## src/tcv_pkg.sv

```systemverilog
package tcv_pkg;
	// register index on the 8-bit processor port
	localparam logic [1:0] TCV_ADDR_STATUS_CONTROL = 2'h0;
	localparam logic [1:0] TCV_ADDR_VALUE_HIGH = 2'h1;
	localparam logic [1:0] TCV_ADDR_VALUE_LOW = 2'h2;
	localparam logic [1:0] TCV_ADDR_MODE = 2'h3;
	// status/control field positions
	localparam int TCV_CS_CLKSEL_LO = 0;
	localparam int TCV_CS_CLKSEL_HI = 1;
	localparam logic [1:0] TCV_CLKSEL_NONE = 2'h0;
	localparam logic [7:0] TCV_BYTE_RESET = 8'h00;
	localparam logic [15:0] TCV_VALUE_RESET = 16'h0000;
	localparam logic [15:0] TCV_FREE_RUN_PRE = 16'hfffe;
	localparam logic [15:0] TCV_FREE_RUN_TOP = 16'hffff;
	localparam logic [15:0] TCV_ONE = 16'h0001;

	typedef enum logic [1:0] {
		TCV_MODE_CAPTURE,
		TCV_MODE_COMPARE,
		TCV_MODE_EDGE_PWM,
		TCV_MODE_CENTER_PWM
	} tcv_mode_t;

	typedef struct packed {
		logic [1:0] addr;
		logic [7:0] wdata;
		logic wr;
		logic rd;
	} tcv_bus_t;

	typedef struct packed {
		logic [15:0] count;
		logic [15:0] modulo;
		logic step;
		logic free_run;
	} tcv_counter_t;
endpackage

```

## src/tcv_channel.sv

```systemverilog
`timescale 1ns/1ps
`default_nettype none
module tcv_channel import tcv_pkg::*; (
	// clock and reset
	input wire logic clock,
	input wire logic resetn,
	// processor port
	input wire tcv_bus_t bus,
	output logic [7:0] rdata,
	// timer context
	input wire tcv_counter_t counter,
	input wire logic background_debug,
	// channel value to the comparator
	output logic [15:0] chan_value
);

	////////////////////////////////////////////////////////////////
	logic [7:0] chan_status_control;
	tcv_mode_t mode;
	logic [15:0] read_buf;
	logic read_latched;
	logic read_got_high;
	logic read_got_low;
	logic [7:0] wbuf_high;
	logic [7:0] wbuf_low;
	logic wgot_high;
	logic wgot_low;
	logic [1:0] clock_select;
	logic sc_write;
	logic val_write;
	logic val_read;
	logic is_high;
	logic pair_full;
	logic pwm_point;
	logic transfer;
	logic [15:0] pwm_top;

	function automatic logic addr_is_value(input logic [1:0] a);
		return (a == TCV_ADDR_VALUE_HIGH) || (a == TCV_ADDR_VALUE_LOW);
	endfunction

	assign clock_select = {chan_status_control[TCV_CS_CLKSEL_HI],
		chan_status_control[TCV_CS_CLKSEL_LO]};
	assign sc_write = bus.wr && (bus.addr == TCV_ADDR_STATUS_CONTROL);
	assign val_write = bus.wr && addr_is_value(bus.addr);
	assign val_read = bus.rd && addr_is_value(bus.addr);
	assign is_high = (bus.addr == TCV_ADDR_VALUE_HIGH);
	assign pwm_top = counter.free_run ? TCV_FREE_RUN_TOP : counter.modulo;
	assign pwm_point = counter.step &&
		(counter.count == (counter.free_run ? TCV_FREE_RUN_PRE :
		counter.modulo - TCV_ONE));
	assign pair_full = wgot_high && wgot_low;

	// transfer point depends on clock selection and mode
	always_comb begin
		transfer = 1'b0;
		if (pair_full && !background_debug) begin
			case (mode)
			TCV_MODE_COMPARE: begin
				transfer = (clock_select == TCV_CLKSEL_NONE) ||
					counter.step;
			end
			TCV_MODE_EDGE_PWM, TCV_MODE_CENTER_PWM: begin
				transfer = (clock_select == TCV_CLKSEL_NONE) ||
					pwm_point;
			end
			default: begin
				transfer = 1'b0;
			end
			endcase
		end
	end

	////////////////////////////////////////////////////////////////
	// configuration registers
	always_ff @(posedge clock) begin
		if (!resetn) begin
			chan_status_control <= TCV_BYTE_RESET;
			mode <= TCV_MODE_CAPTURE;
		end else if (sc_write) begin
			chan_status_control <= bus.wdata;
		end else if (bus.wr && bus.addr == TCV_ADDR_MODE) begin
			mode <= tcv_mode_t'(bus.wdata[1:0]);
		end
	end

	////////////////////////////////////////////////////////////////
	// read coherency: outside debug in capture mode, latch both bytes on first read of a pair
	always_ff @(posedge clock) begin
		if (!resetn || sc_write) begin
			read_latched <= 1'b0;
			read_got_high <= 1'b0;
			read_got_low <= 1'b0;
			read_buf <= TCV_VALUE_RESET;
		end else if (val_read && !background_debug &&
			mode == TCV_MODE_CAPTURE) begin
			if (!read_latched) begin
				read_latched <= 1'b1;
				read_buf <= chan_value;
				read_got_high <= is_high;
				read_got_low <= !is_high;
			end else if ((is_high && read_got_low) ||
				(!is_high && read_got_high)) begin
				read_latched <= 1'b0;
				read_got_high <= 1'b0;
				read_got_low <= 1'b0;
			end
		end
	end

	// read data one cycle later
	always_ff @(posedge clock) begin
		if (!resetn) begin
			rdata <= TCV_BYTE_RESET;
		end else if (bus.rd) begin
			case (bus.addr)
			TCV_ADDR_STATUS_CONTROL: rdata <= chan_status_control;
			TCV_ADDR_MODE: rdata <= {6'h00, mode};
			TCV_ADDR_VALUE_HIGH: begin
				if (background_debug || mode != TCV_MODE_CAPTURE)
					rdata <= chan_value[15:8];
				else if (read_latched)
					rdata <= read_buf[15:8];
				else
					rdata <= chan_value[15:8];
			end
			TCV_ADDR_VALUE_LOW: begin
				if (background_debug || mode != TCV_MODE_CAPTURE)
					rdata <= chan_value[7:0];
				else if (read_latched)
					rdata <= read_buf[7:0];
				else
					rdata <= chan_value[7:0];
			end
			default: rdata <= TCV_BYTE_RESET;
			endcase
		end else begin
			rdata <= TCV_BYTE_RESET;
		end
	end

	////////////////////////////////////////////////////////////////
	// write coherency; debug value writes bypass and leave latch frozen
	always_ff @(posedge clock) begin
		if (!resetn || sc_write) begin
			wgot_high <= 1'b0;
			wgot_low <= 1'b0;
			wbuf_high <= TCV_BYTE_RESET;
			wbuf_low <= TCV_BYTE_RESET;
		end else if (background_debug) begin
			wgot_high <= wgot_high;
		end else begin
			// a byte in the copy cycle must not be lost: it opens the next pair
			if (transfer) begin
				wgot_high <= 1'b0;
				wgot_low <= 1'b0;
			end
			if (val_write && mode != TCV_MODE_CAPTURE) begin
				if (is_high) begin
					wbuf_high <= bus.wdata;
					wgot_high <= 1'b1;
				end else begin
					wbuf_low <= bus.wdata;
					wgot_low <= 1'b1;
				end
			end
		end
	end

	// channel register; capture source not modelled in this block
	always_ff @(posedge clock) begin
		if (!resetn) begin
			chan_value <= TCV_VALUE_RESET;
		end else if (val_write && background_debug &&
			mode != TCV_MODE_CAPTURE) begin
			if (is_high)
				chan_value[15:8] <= bus.wdata;
			else
				chan_value[7:0] <= bus.wdata;
		end else if (transfer) begin
			chan_value <= {wbuf_high, wbuf_low};
		end
	end
endmodule
`default_nettype wire

```

## config.mk

```make
export PLATFORM = sky130hd
export DESIGN_NAME = tcv_channel
export DESIGN_NICKNAME = d
export VERILOG_FILES = /design/src/tcv_pkg.sv /design/src/tcv_channel.sv
export SDC_FILE = /design/constraint.sdc
export NUM_CORES = 1
export LEC_CHECK = 0
export BUFFER_PORTS_ARGS = -buffer_cell sky130_fd_sc_hd__buf_2
export CELL_PAD_IN_SITES_DETAIL_PLACEMENT = 0
export CELL_PAD_IN_SITES_GLOBAL_PLACEMENT = 2
export CORE_MARGIN = 2
export CORE_UTILIZATION = 35
export DETAILED_ROUTE_END_ITERATION = 10
export MAX_ROUTING_LAYER = met4
export PLACE_DENSITY = 0.93
export SYNTH_ARGS = -nofsm -noshare
export SYNTH_HDL_FRONTEND = slang
export SYNTH_SLANG_ARGS = --single-unit
```

## constraint.sdc

```tcl
create_clock -name clock -period 7.5 [get_ports clock]
set_input_delay 1.5 -clock clock [delete_from_list [all_inputs] [get_ports clock]]
set_output_delay 1.5 -clock clock [all_outputs]
set_load 0.01 [all_outputs]
```

# After elaboration in Yosys (flattened, before gate mapping)
# Cells that the tools add are included.
[totals]
register_bits = 71
inputBits = 49
output_inout_bits = 24
wordCells = 88
[op_classes]
add_sub_neg = 1
n_eq_ne = 10
mux = 23
n_bitwise = 4
reduce_logical = 37
[op_table]
columns = ["operator", "n"]
rows = [
  ["$mux W16", 3],
  ["$mux W8", 6],
  ["$pmux W8 S4", 1],
  ["$eq A16 B16 Y1", 1],
  ["$sub A16 B1 Y16 const B", 1],
  ["$logic_and A1 B1 Y1", 14],
  ["$mux W1", 12],
  ["$reduce_and A2 Y1", 6],
  ["$eq A2 B2 Y1 const B", 4],
  ["$logic_not A2 Y1", 3],
  ["$logic_or A1 B1 Y1", 6],
  ["$reduce_and A3 Y1", 2],
  ["$eq A2 B1 Y1 const B", 2],
  ["$ne A2 B2 Y1 const B", 2],
  ["$not A1 Y1", 4],
  ["$reduce_bool A2 Y1", 2],
  ["$logic_not A1 Y1", 3],
  ["$ne A2 B1 Y1 const B", 1],
  ["$pmux W1 S2", 1],
  ["$reduce_or A2 Y1", 1],
]

# Longest topological paths before layout
# Gate-level depths: netlist of the first run.
[depth]
depth_word = 10
depth_mapped = 11
depth_no_buf = 10

# Worst setup path before layout of the first run
# Ideal clock, no wire load.
[synth_timing]
path_kind = "input port to flip-flop"
startpoint = "input port counter[2] (netlist bit)"
endpoint = "register chan_value[0]"
setup_ns = 0.115
arrival_ns = 4.597
required_time_ns = 7.385
slack_ns = 2.788
cell_stages = 10
n_path_buf = 2
path_cell_list = "buf_2 > or4_1 > buf_2 > or4_1 > xnor2_1 > or4b_2 > o221a_2 > a2111oi_4 > nor2_2 > o21a_1"
[synth_between]
elab_chain_len = 9
[synth_lines]
columns = ["element", "line", "text"]
rows = [
  ["start, declared", "tcv_channel.sv:11", "input wire tcv_counter_t counter,"],
  ["$sub A16 B1 Y16", "tcv_channel.sv:51", "counter.modulo - TCV_ONE));"],
  ["$mux W16", "tcv_channel.sv:50", "(counter.count == (counter.free_run ? TCV_FREE_RUN_PRE :"],
  ["$eq A16 B16 Y1", "tcv_channel.sv:50", ""],
  ["$logic_and A1 B1 Y1", "tcv_channel.sv:49", "assign pwm_point = counter.step &&"],
  ["$logic_or A1 B1 Y1", "tcv_channel.sv:64", "transfer = (clock_select == TCV_CLKSEL_NONE) ||"],
  ["$pmux W1 S2", "tcv_channel.sv:58", "case (mode)"],
  ["$mux W1", "tcv_channel.sv:57", "if (pair_full && !background_debug) begin"],
  ["$reduce_bool A2 Y1 (no source line)", "-", ""],
  ["$reduce_and A2 Y1 (no source line)", "-", ""],
  ["end signal, assigned", "tcv_channel.sv:179", "chan_value[7:0] <= bus.wdata;"],
  ["end signal, assigned", "tcv_channel.sv:181", "chan_value <= {wbuf_high, wbuf_low};"],
  ["end, declared", "tcv_channel.sv:14", "output logic [15:0] chan_value"],
]
# No other way between the ends.
# A chain may end at the register's enable or synchronous reset.

# Worst setup path after layout of the first run
[layout_timing]
startpoint = "input port counter[2] (netlist bit)"
endpoint = "register chan_value[3]"
# The elaborated chain is that of the path after synthesis.

==> impl_summary.md, run 1 <==
Final layout
Leaving out fill and tap cells, the most frequent cells in the layout are 103 x sky130_fd_sc_hd__nand2_1, 72 x sky130_fd_sc_hd__buf_2, 71 x sky130_fd_sc_hd__dfxtp_1, 46 x sky130_fd_sc_hd__nor2_1, 30 x sky130_fd_sc_hd__a21oi_1. Compared with the post-synthesis result, the final layout area differs by 15.4%. The number of antenna diodes in the final layout is 0. The fraction of layout cells with a size suffix above 1 is 20.8%. In the final design database the tool counted 594 nets. The leading cell type in the layout, fill and taps excluded is sky130_fd_sc_hd__nand2_1.

Power
The leakage dissipation is 1.89 nW. VDD sags by at most 0.0000884 V. For this design the ratio of total power to cell area is 162 mW/mm^2.

Global route
The via count of the first global-routing pass is 3,337. The pin count of the biggest net entering global routing is 37. The first global-routing pass estimated 16,700 microns of wire.

The all-layer global routing usage is 18.2%. The number of antenna violations at the first check in global routing is 0. After global routing the overflow that remains totals 0.

Clock network
Counting the buffers created by CTS gives 9. The maximum clock path buffer count is 2. The source-to-sink clock delay at the later pin of the worst-skew pair is 0.34 ns. The TritonCTS sink count is 71.

After clock tree synthesis, the clock-pin slew on the worst setup and hold paths is 0.07 ns. The number of setup buffers added after CTS is 0. The maximum level of the CTS H-tree is 3. The TritonCTS clock tree is done. The number of gates resized after cts is 0.

After clock tree synthesis, the flow added hold-fix buffers numbering 0. The root buffer selected by CTS is sky130_fd_sc_hd__clkbuf_8.

Synth
The cell count after synthesis is 482. Sequential elements use 36.1% of the synthesized area. The most common flop cell mapped by yosys is sky130_fd_sc_hd__dfxtp_1. The synthesis warning total is 0. The synthesized cell area is 0.00394 sq mm. The post-synthesis register bit count is 71.

The post-synthesis average cell area is 8.17 sq um. The share of synthesized flip-flops with an asynchronous set or reset is 0%. The number of distinct library cells after synthesis is 52. The net count of the mapped netlist is 537.

The synthesized design contains 0 enable-type register cells.

Floorplan
The starting density of the core is 36.2%. The floorplan step defined a die boundary enclosing 0.0121 sq mm. The die is 110 microns wide. The die extent in y is 110 microns. The I/O pin total is 73. The region available for standard cell placement spans 0.0109 sq mm. The number of placement rows is 38.

Setup path
At the worst endpoint, the required time is 7.73 ns. The arrival time at the worst endpoint is 4.88 ns. On the worst path, the slowest cell contributes a delay of 0.67 ns.

The cell with the largest stage delay on the worst path is sky130_fd_sc_hd__or4_1. The worst reg-to-reg path cell count is 7. The critical-path maximum fanout is 10.

The startpoint class of the critical path is a primary input. Traced cell by cell, the critical path runs through buf_2 -> or4_1 -> nor4_1 -> xnor3_1 -> or4b_2 -> o221a_2 -> a2111oi_4 -> nor2_2 -> o21a_1. The critical setup path kind is primary input to flop.

STA classifies the critical path endpoint as a flop.

STA
The shortest clock period the worst path allows after layout is 4.64 ns. The actual transition at the worst max-transition pin is 1.18 ns. The worst slew margin relative to its limit is 20.8%. Setup violations remaining at the end of the flow were counted as 0. The count of pins over their slew limit came to 0. Setup repair after global routing left no endpoint under its margin. The hold violation total from the final report is 0. The worst clock skew is 0.00970 ns. The final hold slack is 0.455 ns. After routing, the total negative slack on setup checks comes to 0 ns.

The worst path uses 61.9% of the clock period. The achievable frequency is 215 MHz.

Route
The per-cell via count in the routed design is 5.34. The detailed router finished its first iteration with 281 violations. For this run, the detailed router's first-pass iteration total came to 5.

The post-detailed-route count of antenna-violating nets is 0. Summed over all layers, the routed wires come to 10,600 microns. For this run, design rule violations remaining after detail routing come to 0. Detailed routing inserted a total of 3,643 vias.

In the final routed layout, each cell accounts on average for 15.5 microns.

Placement
The post-detailed-placement half-perimeter wirelength is 8050 microns. At the end of routability-driven placement, the weighted congestion stood at 0.798. Buffers placed on the I/O ports in this run total 72.

Outcome
The run finished with clean final reports.

Min path
The tightest min-delay check is of the flop to flop type. The hold-critical path depth is 2.

Job
The total of max-cap violations is 0.
[cell usage after synthesis (all sizes together), types with 9 or more instances]
library cell  count  area share [%]
nand2           103             9.8
dfxtp            71              36
nor2             47             4.5
a21oi            30             3.8
mux2i            28             7.1
clkbuf           24             2.3
mux2             17             4.9
nand3            13             1.7
o31a             11             2.4
a21boi            9             1.7
o21a              9             1.7
or4               9             1.7
[state kept, by name, summed over array words and instances, names as in the netlist]
name,cells
chan_value,16
read_buf,16
chan_status_control,8
rdata,8
wbuf_high,8
wbuf_low,8
mode,2
read_got_high,1
read_got_low,1
read_latched,1
wgot_high,1
wgot_low,1
[where the power goes]
| group | internal [W] | switching, W | total, W | leakage, nW |
|---|---|---|---|---|
| combinational | 0.0000331 | 0.0000530 | 0.0000861 | 1.23 |
| clock | 0.000134 | 0.000132 | 0.000267 | 0.0854 |
| sequential | 0.000380 | 0.00000263 | 0.000383 | 0.573 |
[per-layer routing]
metal	wire length, microns	GRT usage [%]	vias to the layer above
met3	460	4.00	4
li1	-	-	1827
met2	4680	27.3	85
met1	5380	25.6	1727
met4	53	2.71	0
met5	0	-	-
[path summary, 6_finish.rpt]
check | startpoint | endpoint | slack, ns
worst max register to register | mode[1]$_SDFFE_PN0P_ | rdata[0]$_SDFF_PN0_ | 4.68
worst max-delay path | counter[2] | chan_value[3]$_SDFFE_PN0P_ | 2.86
worst min-delay path | read_buf[9]$_SDFFE_PP0P_ | read_buf[9]$_SDFFE_PP0P_ | 0.46
worst min register to register | read_buf[9]$_SDFFE_PP0P_ | read_buf[9]$_SDFFE_PP0P_ | 0.46
[cell type report]
class / instances / area (sq um)
clock inverters: 1 / 5.00
inverters: 5 / 18.8
repair buffers: 73 / 368
flip-flops and latches: 71 / 1420
well taps: 140 / 175
clock buffers: 13 / 159
multi-input cells: 379 / 2400
fillers: 1122 / 6340
[stage by stage]
stage	instances	setup WS, ns	utilization (%)	cell area, sq um	power, W
3_3_place_gp	668	2.54	40.3	4380	0.000475
5_1_grt	682	2.65	41.8	4550	0.000765
3_5_place_dp	668	2.47	40.3	4380	0.000477
6_report	682	2.86	41.8	4550	0.000736
4_1_cts	682	2.83	41.8	4550	0.000741
2_1_floorplan	482	2.79	-	3940	0.000442
[worst max-delay path, delay by kind of cell]
kind                   cells  cell delay [ns]
AO/OA/AOI/OAI              3             1.05
XOR/XNOR                   1             0.20
buffers and inverters      1             0.14
AND/OR/NAND/NOR            4             1.97
[logic make-up after synthesis]
logic type / count (synthesis) / synth area share [%]
DFF: 71 / 36.1
muxes: 45 / 12.0
buffers and inverters: 32 / 3.11
and+or+nand+nor: 223 / 26.8
AOI/OAI and AO/OA: 96 / 17.4
xor gates and xnor gates: 9 / 2.70
adders and majority gates: 6 / 1.91
Power figures use the tool's default switching activity.
==> run 2: changes to the inputs <==
ABC_AREA = 1   (was unset)
CORE_UTILIZATION = 30   (was 35)
PLACE_DENSITY = 0.88   (was 0.93)
clock period = 4.5 ns   (was 7.5 ns; I/O delays follow)
==> run 2 against run 1 <==
Sequential share of layout area is 0.77 points lower. Non-clock buffer count increased by 4. Critical path depth is the same.
==> impl_summary.md, run 2 <==
Route
The final wirelength came to 11,400 microns (+7.5%). The count of routing violations after the opening detailed-route iteration was 228 (-19%). The post-detailed-route count of antenna-violating nets came to 0 (unchanged). The overall via count from detail_route was 3,939 (+8.1%). The number of iterations in the first detailed-routing pass is 6 (+1). The wire length per cell after detailed routing is 13.7 microns (-11%). The per-cell via count in the routed design was 4.76 (-11%). The final routed DRC violation total is 0 (unchanged).

Outcome
The flow ran to the end, and the final reports show no timing, DRC or antenna violations.

Clock network
The source-to-sink clock delay at the later pin of the worst-skew pair is 0.33 ns (about the same). The TritonCTS sink count is 71 (unchanged). The count of hold-fix buffers inserted at cts is 0 (unchanged). The cell sitting at the root of the clock tree is a sky130_fd_sc_hd__clkbuf_16. The number of gates resized after cts is 0 (unchanged).

The clock-pin slew on the worst setup and hold paths is 0.06 ns (about the same). The maximum clock path buffer count is 2 (unchanged). The maximum level of the CTS H-tree is 3 (unchanged). TritonCTS built the clock tree. The TritonCTS buffer count is 9 (unchanged). The number of setup buffers added after CTS is 0 (unchanged).

Synth
The count of flip-flops with a built-in enable after synthesis is 0 (unchanged). The share of synthesized flip-flops with an asynchronous set or reset is 0% (unchanged). The share of the yosys chip area belonging to registers came to 36.5% (+0.45 points). The adder-cell share of the synthesized area is 1.93% (+0.024 points). The most common flop cell mapped by yosys is sky130_fd_sc_hd__dfxtp_1. The share of synthesized area spent on multiplexers was 0% (-12 points).

The number of distinct library cells after synthesis is 30 (-42%). The combinational family with the most area after synthesis is simple AND/OR/NAND/NOR gates. The post-synthesis average cell area was 6.63 sq um (-19%). The synthesis warning total is 0 (unchanged). The synthesized cell area is 0.00389 sq mm (-1.2%). The cell type contributing the most total cell area after synthesis is sky130_fd_sc_hd__dfxtp_1. The net count of the mapped netlist is 642 (+20%). The simple-gate share of the synthesized area is 27.0% (+0.14 points). The post-synthesis register bit count is 71 (unchanged).

The most common cell in the synthesized netlist is sky130_fd_sc_hd__nand2_1. The cell count after synthesis is 587 (+22%). Yosys attributes the largest share of cell area to sky130_fd_sc_hd__dfxtp_1 37%, sky130_fd_sc_hd__nand2_1 10%, sky130_fd_sc_hd__o21ai_0 9.6%.

The share of the synthesized area in compound gates (AO/OA/AOI/OAI) came to 21.9% (+4.6 points). The xor/xnor cell area share of the yosys netlist was 0.901% (-1.8 points). The share of the synthesized area in the top cell type came to 36.5% (+0.45 points). Ranked by instance count, the synthesized netlist is headed by 105 x sky130_fd_sc_hd__nand2_1, 83 x sky130_fd_sc_hd__inv_1, 75 x sky130_fd_sc_hd__o21ai_0.

Floorplan
The number of placement rows came to 41 (+7.9%). The I/O pin total was 73 (unchanged). The core area is 0.0126 sq mm (+16%).

The starting density of the core was 30.8% (-5.4 points). The die extent in y came to 118 microns (+7.1%). The horizontal die dimension is 118 microns (+7.1%). The full die area was 0.0139 sq mm (+15%).

Setup path
The arrival time at the worst endpoint is 3.18 ns (-1.70 ns). The worst setup path is captured at a flop. The largest individual stage delay along the critical path comes from the cell sky130_fd_sc_hd__nor2_1. The capturing instance or port of the critical path is read_got_low$_SDFFE_PP0P_. By startpoint and endpoint, the worst setup path is classified as primary input to flop. The critical path data required time is 4.76 ns (-2.97 ns).

The reg-to-reg critical path startpoint is mode[1]$_SDFFE_PN0P_. The critical-path maximum fanout is 17 (+7). The most critical setup path has its startpoint at bus[10]. The setup slack of the worst register-to-register path is 1.98 ns (-2.70 ns).

The worst reg-to-reg path cell count came to 10 (+3). The cell family with the largest share of critical-path delay is simple AND/OR/NAND/NOR gates. Walking the worst path, the cells encountered are buf_2 -> inv_1 -> ha_1 -> nand2_1 -> inv_1 -> nor2_1 -> buf_4 -> inv_1 -> nor3_1. The critical path depth is 9 (unchanged).

In this run the critical register-to-register path is captured at rdata[3]$_SDFF_PN0_. The stage delay of the slowest cell on the critical path came to 0.80 ns (+0.13 ns). By instance count, the cell type seen most on the critical path is sky130_fd_sc_hd__inv_1. The worst setup path is launched from a primary input.

The buffers plus inverters on the worst setup path came to 5 (+4).

Power
The portion of total power attributed to the clock network was 46.3% (+10 points). The switching share of power is 24.7% (-0.83 points). The combinational cell fraction of total power is 11.0% (-0.7 points). The net switching power of the design is 0.000382 W (+100%). The internal power consumption is 0.00116 W (+110%). The power per unit of standard cell area is 331 mW/mm^2 (+100%). The largest voltage drop on the vdd net is 0.000151 V (+71%). The leakage dissipation is 2.29 nW (+21%).

The power share of the sequential group was 42.7% (-9.4 points).

Final layout
The largest registers in the layout are chan_value: 16 flops, read_buf: 16 flops. The post-synthesis to final-layout area growth is 19.8%. Leaving out fill and tap cells, the most frequent cells in the layout are 105 x sky130_fd_sc_hd__nand2_1, 83 x sky130_fd_sc_hd__inv_1, 75 x sky130_fd_sc_hd__o21ai_0, 72 x sky130_fd_sc_hd__buf_2, 71 x sky130_fd_sc_hd__dfxtp_1. The fraction of layout cells with a size suffix above 1 came to 16.5% (-4.4 points). The number of nets at the end of the flow was 707 (+19%). The count of inserted antenna diode cells is 0 (unchanged). Leaving out fill and tap cells, the most frequent cell in the layout is sky130_fd_sc_hd__nand2_1.

The final-layout fill cell count came to 1,405 (+25%).

STA
The worst slew margin relative to its limit was 33.0% (+12 points). The shortest clock period the worst path allows after layout is 2.92 ns. Setup repair after global routing left no endpoint under its margin. The minimum setup slack in the final design came to 1.58 ns (-1.27 ns). The summed negative setup slack over all endpoints is 0 ns (unchanged). Based on the critical path, the design can be clocked at up to 343 MHz.

The hold violation total from the final report was 0 (unchanged). The count of pins over their slew limit is 0 (unchanged). The worst clock skew is 0.00486 ns (-0.00484 ns).

The actual transition at the worst max-transition pin was 1.00 ns (-0.181 ns). The post-route fraction of the period consumed by the critical path is 64.8%. The final setup violation count is 0 (unchanged).

Global route
The via count of the first global-routing pass is 3,505 (+5.0%). The leftover overflow at the end of global routing is 0 (unchanged). The number of antenna violations at the first check in global routing is 0 (unchanged). The pin count of the biggest net entering global routing is 35 (-5.4%). The all-layer global routing usage is 16.8% (-1.4 points).

The wire length of the first global-routing pass is 18,000 microns (+8.0%).

Placement
The final estimated routing congestion in global placement came to 0.875 (+9.7%). The number of I/O port buffers is 72 (unchanged). The worst setup timing slack at the placement stage is 1.29 ns (-1.19 ns). The post-detailed-placement half-perimeter wirelength is 8790 microns (+9.2%).

Min path
The hold-critical path depth is 2 (unchanged). The tightest min-delay check is of the flop to flop type.

Job
The total of max-cap violations was 0 (unchanged).
==> run 2: cell count changes after synthesis, moves of 11 or more <==
cell,previous run,this run
sky130_fd_sc_hd__mux2_2,17,0
sky130_fd_sc_hd__o31a_1,11,0
sky130_fd_sc_hd__inv_1,5,83
sky130_fd_sc_hd__clkbuf_1,24,13
sky130_fd_sc_hd__mux2i_1,28,0
sky130_fd_sc_hd__nand3_1,13,45
sky130_fd_sc_hd__o21ai_0,6,75
sky130_fd_sc_hd__a21oi_1,30,68
==> run 2: power by group through the flow <==
stage / Combinational (W) / Clock, W / Sequential [W]
global placement: 0.000167 / 0 / 0.000673
detailed placement: 0.000169 / 0 / 0.000672
finish: 0.000170 / 0.000715 / 0.000659
floorplan: 0.000106 / 0 / 0.000670
CTS: 0.000170 / 0.000728 / 0.000659
global route: 0.000192 / 0.000758 / 0.000661
==> run 2: cells by family after synthesis <==
logic type	count (synthesis)
compound gates	162
simple gates	237
fa+ha+maj	6
xor+xnor	4
flops	71
buf+inv	107
==> run 2: layout make-up <==
cell class	instances	area, sq um	share of cell area, %
well taps	172	215	4.62
inverters	84	315	6.76
clock buffers	12	256	5.50
repair buffers	77	398	8.53
flip-flops and latches	71	1420	30.5
clock inverters	3	42.5	0.913
multi-input cells	409	2010	43.2
==> run 2: worst min-delay path by stage <==
stage,start,to,slack [ns]
final,wbuf_low[2]$_SDFFE_PP0P_,wbuf_low[2]$_SDFFE_PP0P_,0.44
after global placement,wbuf_low[2]$_SDFFE_PP0P_,wbuf_low[2]$_SDFFE_PP0P_,0.44
after detailed placement,wbuf_low[2]$_SDFFE_PP0P_,wbuf_low[2]$_SDFFE_PP0P_,0.44
after global routing,wbuf_low[2]$_SDFFE_PP0P_,wbuf_low[2]$_SDFFE_PP0P_,0.47
after CTS,wbuf_low[2]$_SDFFE_PP0P_,wbuf_low[2]$_SDFFE_PP0P_,0.45
after floorplan,wbuf_high[0]$_SDFFE_PP0P_,wbuf_high[0]$_SDFFE_PP0P_,0.42
==> run 2: tightest hold or removal path, cell delays in order (launching register included) <==
cell,delay [ns]
sky130_fd_sc_hd__dfxtp_1,0.29
sky130_fd_sc_hd__inv_1,0.05
sky130_fd_sc_hd__a21oi_1,0.05
==> run 2: per-layer routing <==
layer	vias up	GRT usage, %	share of wire (%)
met3	6	3.97	4.3
li1	2067	-	-
met1	1784	23.6	51
met5	-	-	0
met2	82	24.7	44
met4	0	3.54	0.58
==> run 2: through the flow <==
stage / util, % / hold slack (ns) / power (W) / instance area [sq um] / std cells
after global placement: 34.6 / 0.436 / 0.000840 / 4360 / 813
after floorplan: - / 0.425 / 0.000776 / 3890 / 587
after global routing: 36.9 / 0.470 / 0.00161 / 4660 / 828
after detailed placement: 34.6 / 0.439 / 0.000842 / 4360 / 813
after CTS: 36.9 / 0.448 / 0.00156 / 4660 / 828
final: 36.9 / 0.445 / 0.00154 / 4660 / 828
==> run 3: changes to the inputs <==
ABC_AREA = 0   (was 1)
CORE_UTILIZATION = 33   (was 30)
PLACE_DENSITY = 0.89   (was 0.88)
clock period = 3 ns   (was 4.5 ns; I/O delays follow)
==> run 3 against run 2 <==
The run now ends with DRC, setup timing left. Final cell count shrank 11%. Setup slack lost 1.7 ns. Clock-buffer cell count shrank 2. Sequential cell count is the same. Non-clock buffer count grew 44. Register-to-register slack lost 1.2 ns. Critical endpoint is now chan_value[9]$_SDFFE_PN0P_. Largest cell class unchanged.
==> impl_summary.md, run 3 (synthesized netlist as in run 1, its figures left out) <==
Outcome
The run finished, with violations left. The checks that failed: DRC, setup timing.

Floorplan
The I/O pin total was 73 (unchanged). The number of placement rows is 39 (-4.9%). The starting density of the core is 34.2% (+3.4 points). The full die area is 0.0128 sq mm (-7.7%).

The horizontal die dimension is 113 microns (-3.9%). The core area is 0.0115 sq mm (-8.7%). The die extent in y is 113 microns (-3.9%).

Clock network
The maximum level of the CTS H-tree is 3 (unchanged). The TritonCTS sink count came to 71 (unchanged). The source-to-sink clock delay at the later pin of the worst-skew pair is 0.33 ns (about the same). The TritonCTS buffer count is 9 (unchanged). The TritonCTS clock tree is done. The clock-pin slew on the worst setup and hold paths is 0.06 ns (about the same). The cell sitting at the root of the clock tree is a sky130_fd_sc_hd__clkbuf_16. The maximum clock path buffer count is 2 (unchanged).

STA
The count of pins over their slew limit is 0 (unchanged). Setup repair after global routing could not meet its margin everywhere. The final setup violation count is 16 (+16). The actual transition at the worst max-transition pin is 0.814 ns (-0.188 ns). The hold violation total from the final report is 0 (unchanged). The shortest clock period the worst path allows after layout is 3.16 ns.

The achievable frequency is 317 MHz. The final hold slack came to 0.452 ns (+0.00755 ns). After layout, the worst path uses 105% of the clock period. The summed negative setup slack over all endpoints is -1.78 ns (-1.78 ns). The minimum setup slack in the final design is -0.157 ns (-1.74 ns). The worst clock skew was 0.00521 ns (+0.000347 ns). The worst slew margin relative to its limit is 45.8% (+13 points).

Final layout
The fraction of layout cells with a size suffix above 1 is 29.2% (+13 points). The library cell used most frequently in the layout, excluding fill and tap cells, is sky130_fd_sc_hd__nand2_1. In the final layout, the registers with the most flip-flops are chan_value: 16 flops, read_buf: 16 flops. The end-of-flow core utilization is 44.6% (+7.6 points). The final-layout fill cell count is 1,164 (-17%). The count of inserted antenna diode cells is 0 (unchanged).

The number of nets at the end of the flow came to 642 (-9.2%). The post-synthesis to final-layout area growth is 30.3%. In the layout the commonest cells are 103 x sky130_fd_sc_hd__nand2_1, 71 x sky130_fd_sc_hd__dfxtp_1, 69 x sky130_fd_sc_hd__buf_2, 46 x sky130_fd_sc_hd__nor2_1, 45 x sky130_fd_sc_hd__buf_4.

Placement
The number of I/O port buffers is 72 (unchanged). The final estimated routing congestion in global placement came to 0.817 (-6.7%). The post-detailed-placement half-perimeter wirelength came to 8250 microns (-6.1%). The worst setup timing slack at the placement stage is -0.580 ns (-1.87 ns).

Setup path
The reg-to-reg critical path startpoint is mode[0]$_SDFFE_PN0P_. The signal on the critical path passes through buf_6 -> or4_4 -> or4_4 -> xnor2_2 -> or4b_4 -> o221a_4 -> a2111oi_4 -> buf_6 -> a211oi_4 -> buf_4 -> mux2i_1. The worst reg-to-reg path cell count is 8 (-2). The arrival time at the worst endpoint is 3.38 ns (+0.20 ns).

The critical-path maximum fanout is 5 (-12). The stage delay of the slowest cell on the critical path is 0.56 ns (-0.24 ns). The launch point of the critical path is counter[9]. The most critical setup path has its endpoint at chan_value[9]$_SDFFE_PN0P_. The critical path data required time was 3.22 ns (-1.54 ns).

The startpoint class of the critical path is a primary input. The slowest stage of the critical path belongs to the cell sky130_fd_sc_hd__or4_4. The critical path endpoint category is a flop. The endpoint identified for the worst register-to-register timing path is rdata[0]$_SDFF_PN0_. The setup slack of the worst register-to-register path is 0.81 ns (-1.17 ns). The critical setup path kind is primary input to flop.

Route
The final wirelength was 10,700 microns (-6.3%). The count of routing violations after the opening detailed-route iteration is 191 (-16%). The overall via count from detail_route is 3,775 (-4.2%).

The final routed DRC violation total was 4 (+4). The per-cell via count in the routed design is 5.14 (+8.0%). The post-detailed-route count of antenna-violating nets is 0 (unchanged).

The number of iterations in the first detailed-routing pass was 8 (+2). The wire length per cell after detailed routing is 14.5 microns (+5.5%).

Power
The power per unit of standard cell area came to 431 mW/mm^2 (+30%). The leakage dissipation is 2.20 nW (-4.0%). The total design power is 0.00221 W (+43%). The largest voltage drop on the vdd net is 0.000338 V (+120%).

Global route
The via count of the first global-routing pass was 3,617 (+3.2%). The pin count of the biggest net entering global routing was 25 (-29%). The number of antenna violations at the first check in global routing is 0 (unchanged). The wire length of the first global-routing pass is 17,400 microns (-3.4%). The leftover overflow at the end of global routing was 0 (unchanged). The all-layer global routing usage is 17.1% (+0.27 points).

Job
The total of max-cap violations is 0 (unchanged).

Min path
The tightest min-delay check is of the flop to flop type.
-- run 3: worst min path at each step --
stage	startpoint	endpoint	slack [ns]	cells past startpoint
after detailed placement	read_buf[4]$_SDFFE_PP0P_	read_buf[4]$_SDFFE_PP0P_	0.45	2
after floorplan	read_buf[0]$_SDFFE_PP0P_	read_buf[0]$_SDFFE_PP0P_	0.43	2
after CTS	read_buf[4]$_SDFFE_PP0P_	read_buf[4]$_SDFFE_PP0P_	0.45	2
final	read_buf[4]$_SDFFE_PP0P_	read_buf[4]$_SDFFE_PP0P_	0.45	2
after global routing	read_buf[10]$_SDFFE_PP0P_	read_buf[10]$_SDFFE_PP0P_	0.47	2
after global placement	read_buf[15]$_SDFFE_PP0P_	read_buf[15]$_SDFFE_PP0P_	0.44	2
-- run 3: layout make-up --
type | count | area, sq um | area share [%]
well taps | 143 | 179 | 3.49
repair buffers | 121 | 771 | 15.0
multi-input cells | 379 | 2460 | 47.9
flip-flops and latches | 71 | 1420 | 27.7
inverters | 5 | 18.8 | 0.366
clock inverters | 6 | 45.0 | 0.878
clock buffers | 10 | 239 | 4.66
-- run 3: through the flow --
step                      area [sq um]  cells
after floorplan                   3980    482
after global placement            4750    714
after detailed placement          4750    714
after CTS                         5090    732
after global routing              5130    735
final                             5130    735
-- run 3: report_power, final --
part,total [W],internal (W),leakage [nW],switching (W)
Combinational,0.000255,0.000116,1.49,0.000139
Sequential,0.000958,0.000952,0.573,0.00000671
Clock,0.00100,0.000584,0.131,0.000416
-- run 3: what timing repair did --
action | CTS | global route
gates resized for setup | 9 | 4
pin swaps | 7 | 11
hold buffers | 0 | 0
buffers inserted | 2 | 3
setup endpoints to repair | 16 | 16
-- run 3: worst max-delay path: cells and delay by family --
family	cells	cell delay, ns
AO/OA/AOI/OAI	3	0.50
buffers and inverters	3	0.47
XOR/XNOR	1	0.15
multiplexers	1	0.11
AND/OR/NAND/NOR	3	1.55
-- run 3: routing by layer --
layer | vias to the layer above | GRT usage [%] | share of wire (%)
li1 | 1933 | - | -
met1 | 1775 | 21.5 | 49
met2 | 59 | 28.7 | 47
met3 | 8 | 3.11 | 3.5
met4 | 0 | 3.74 | 0.82
met5 | - | - | 0
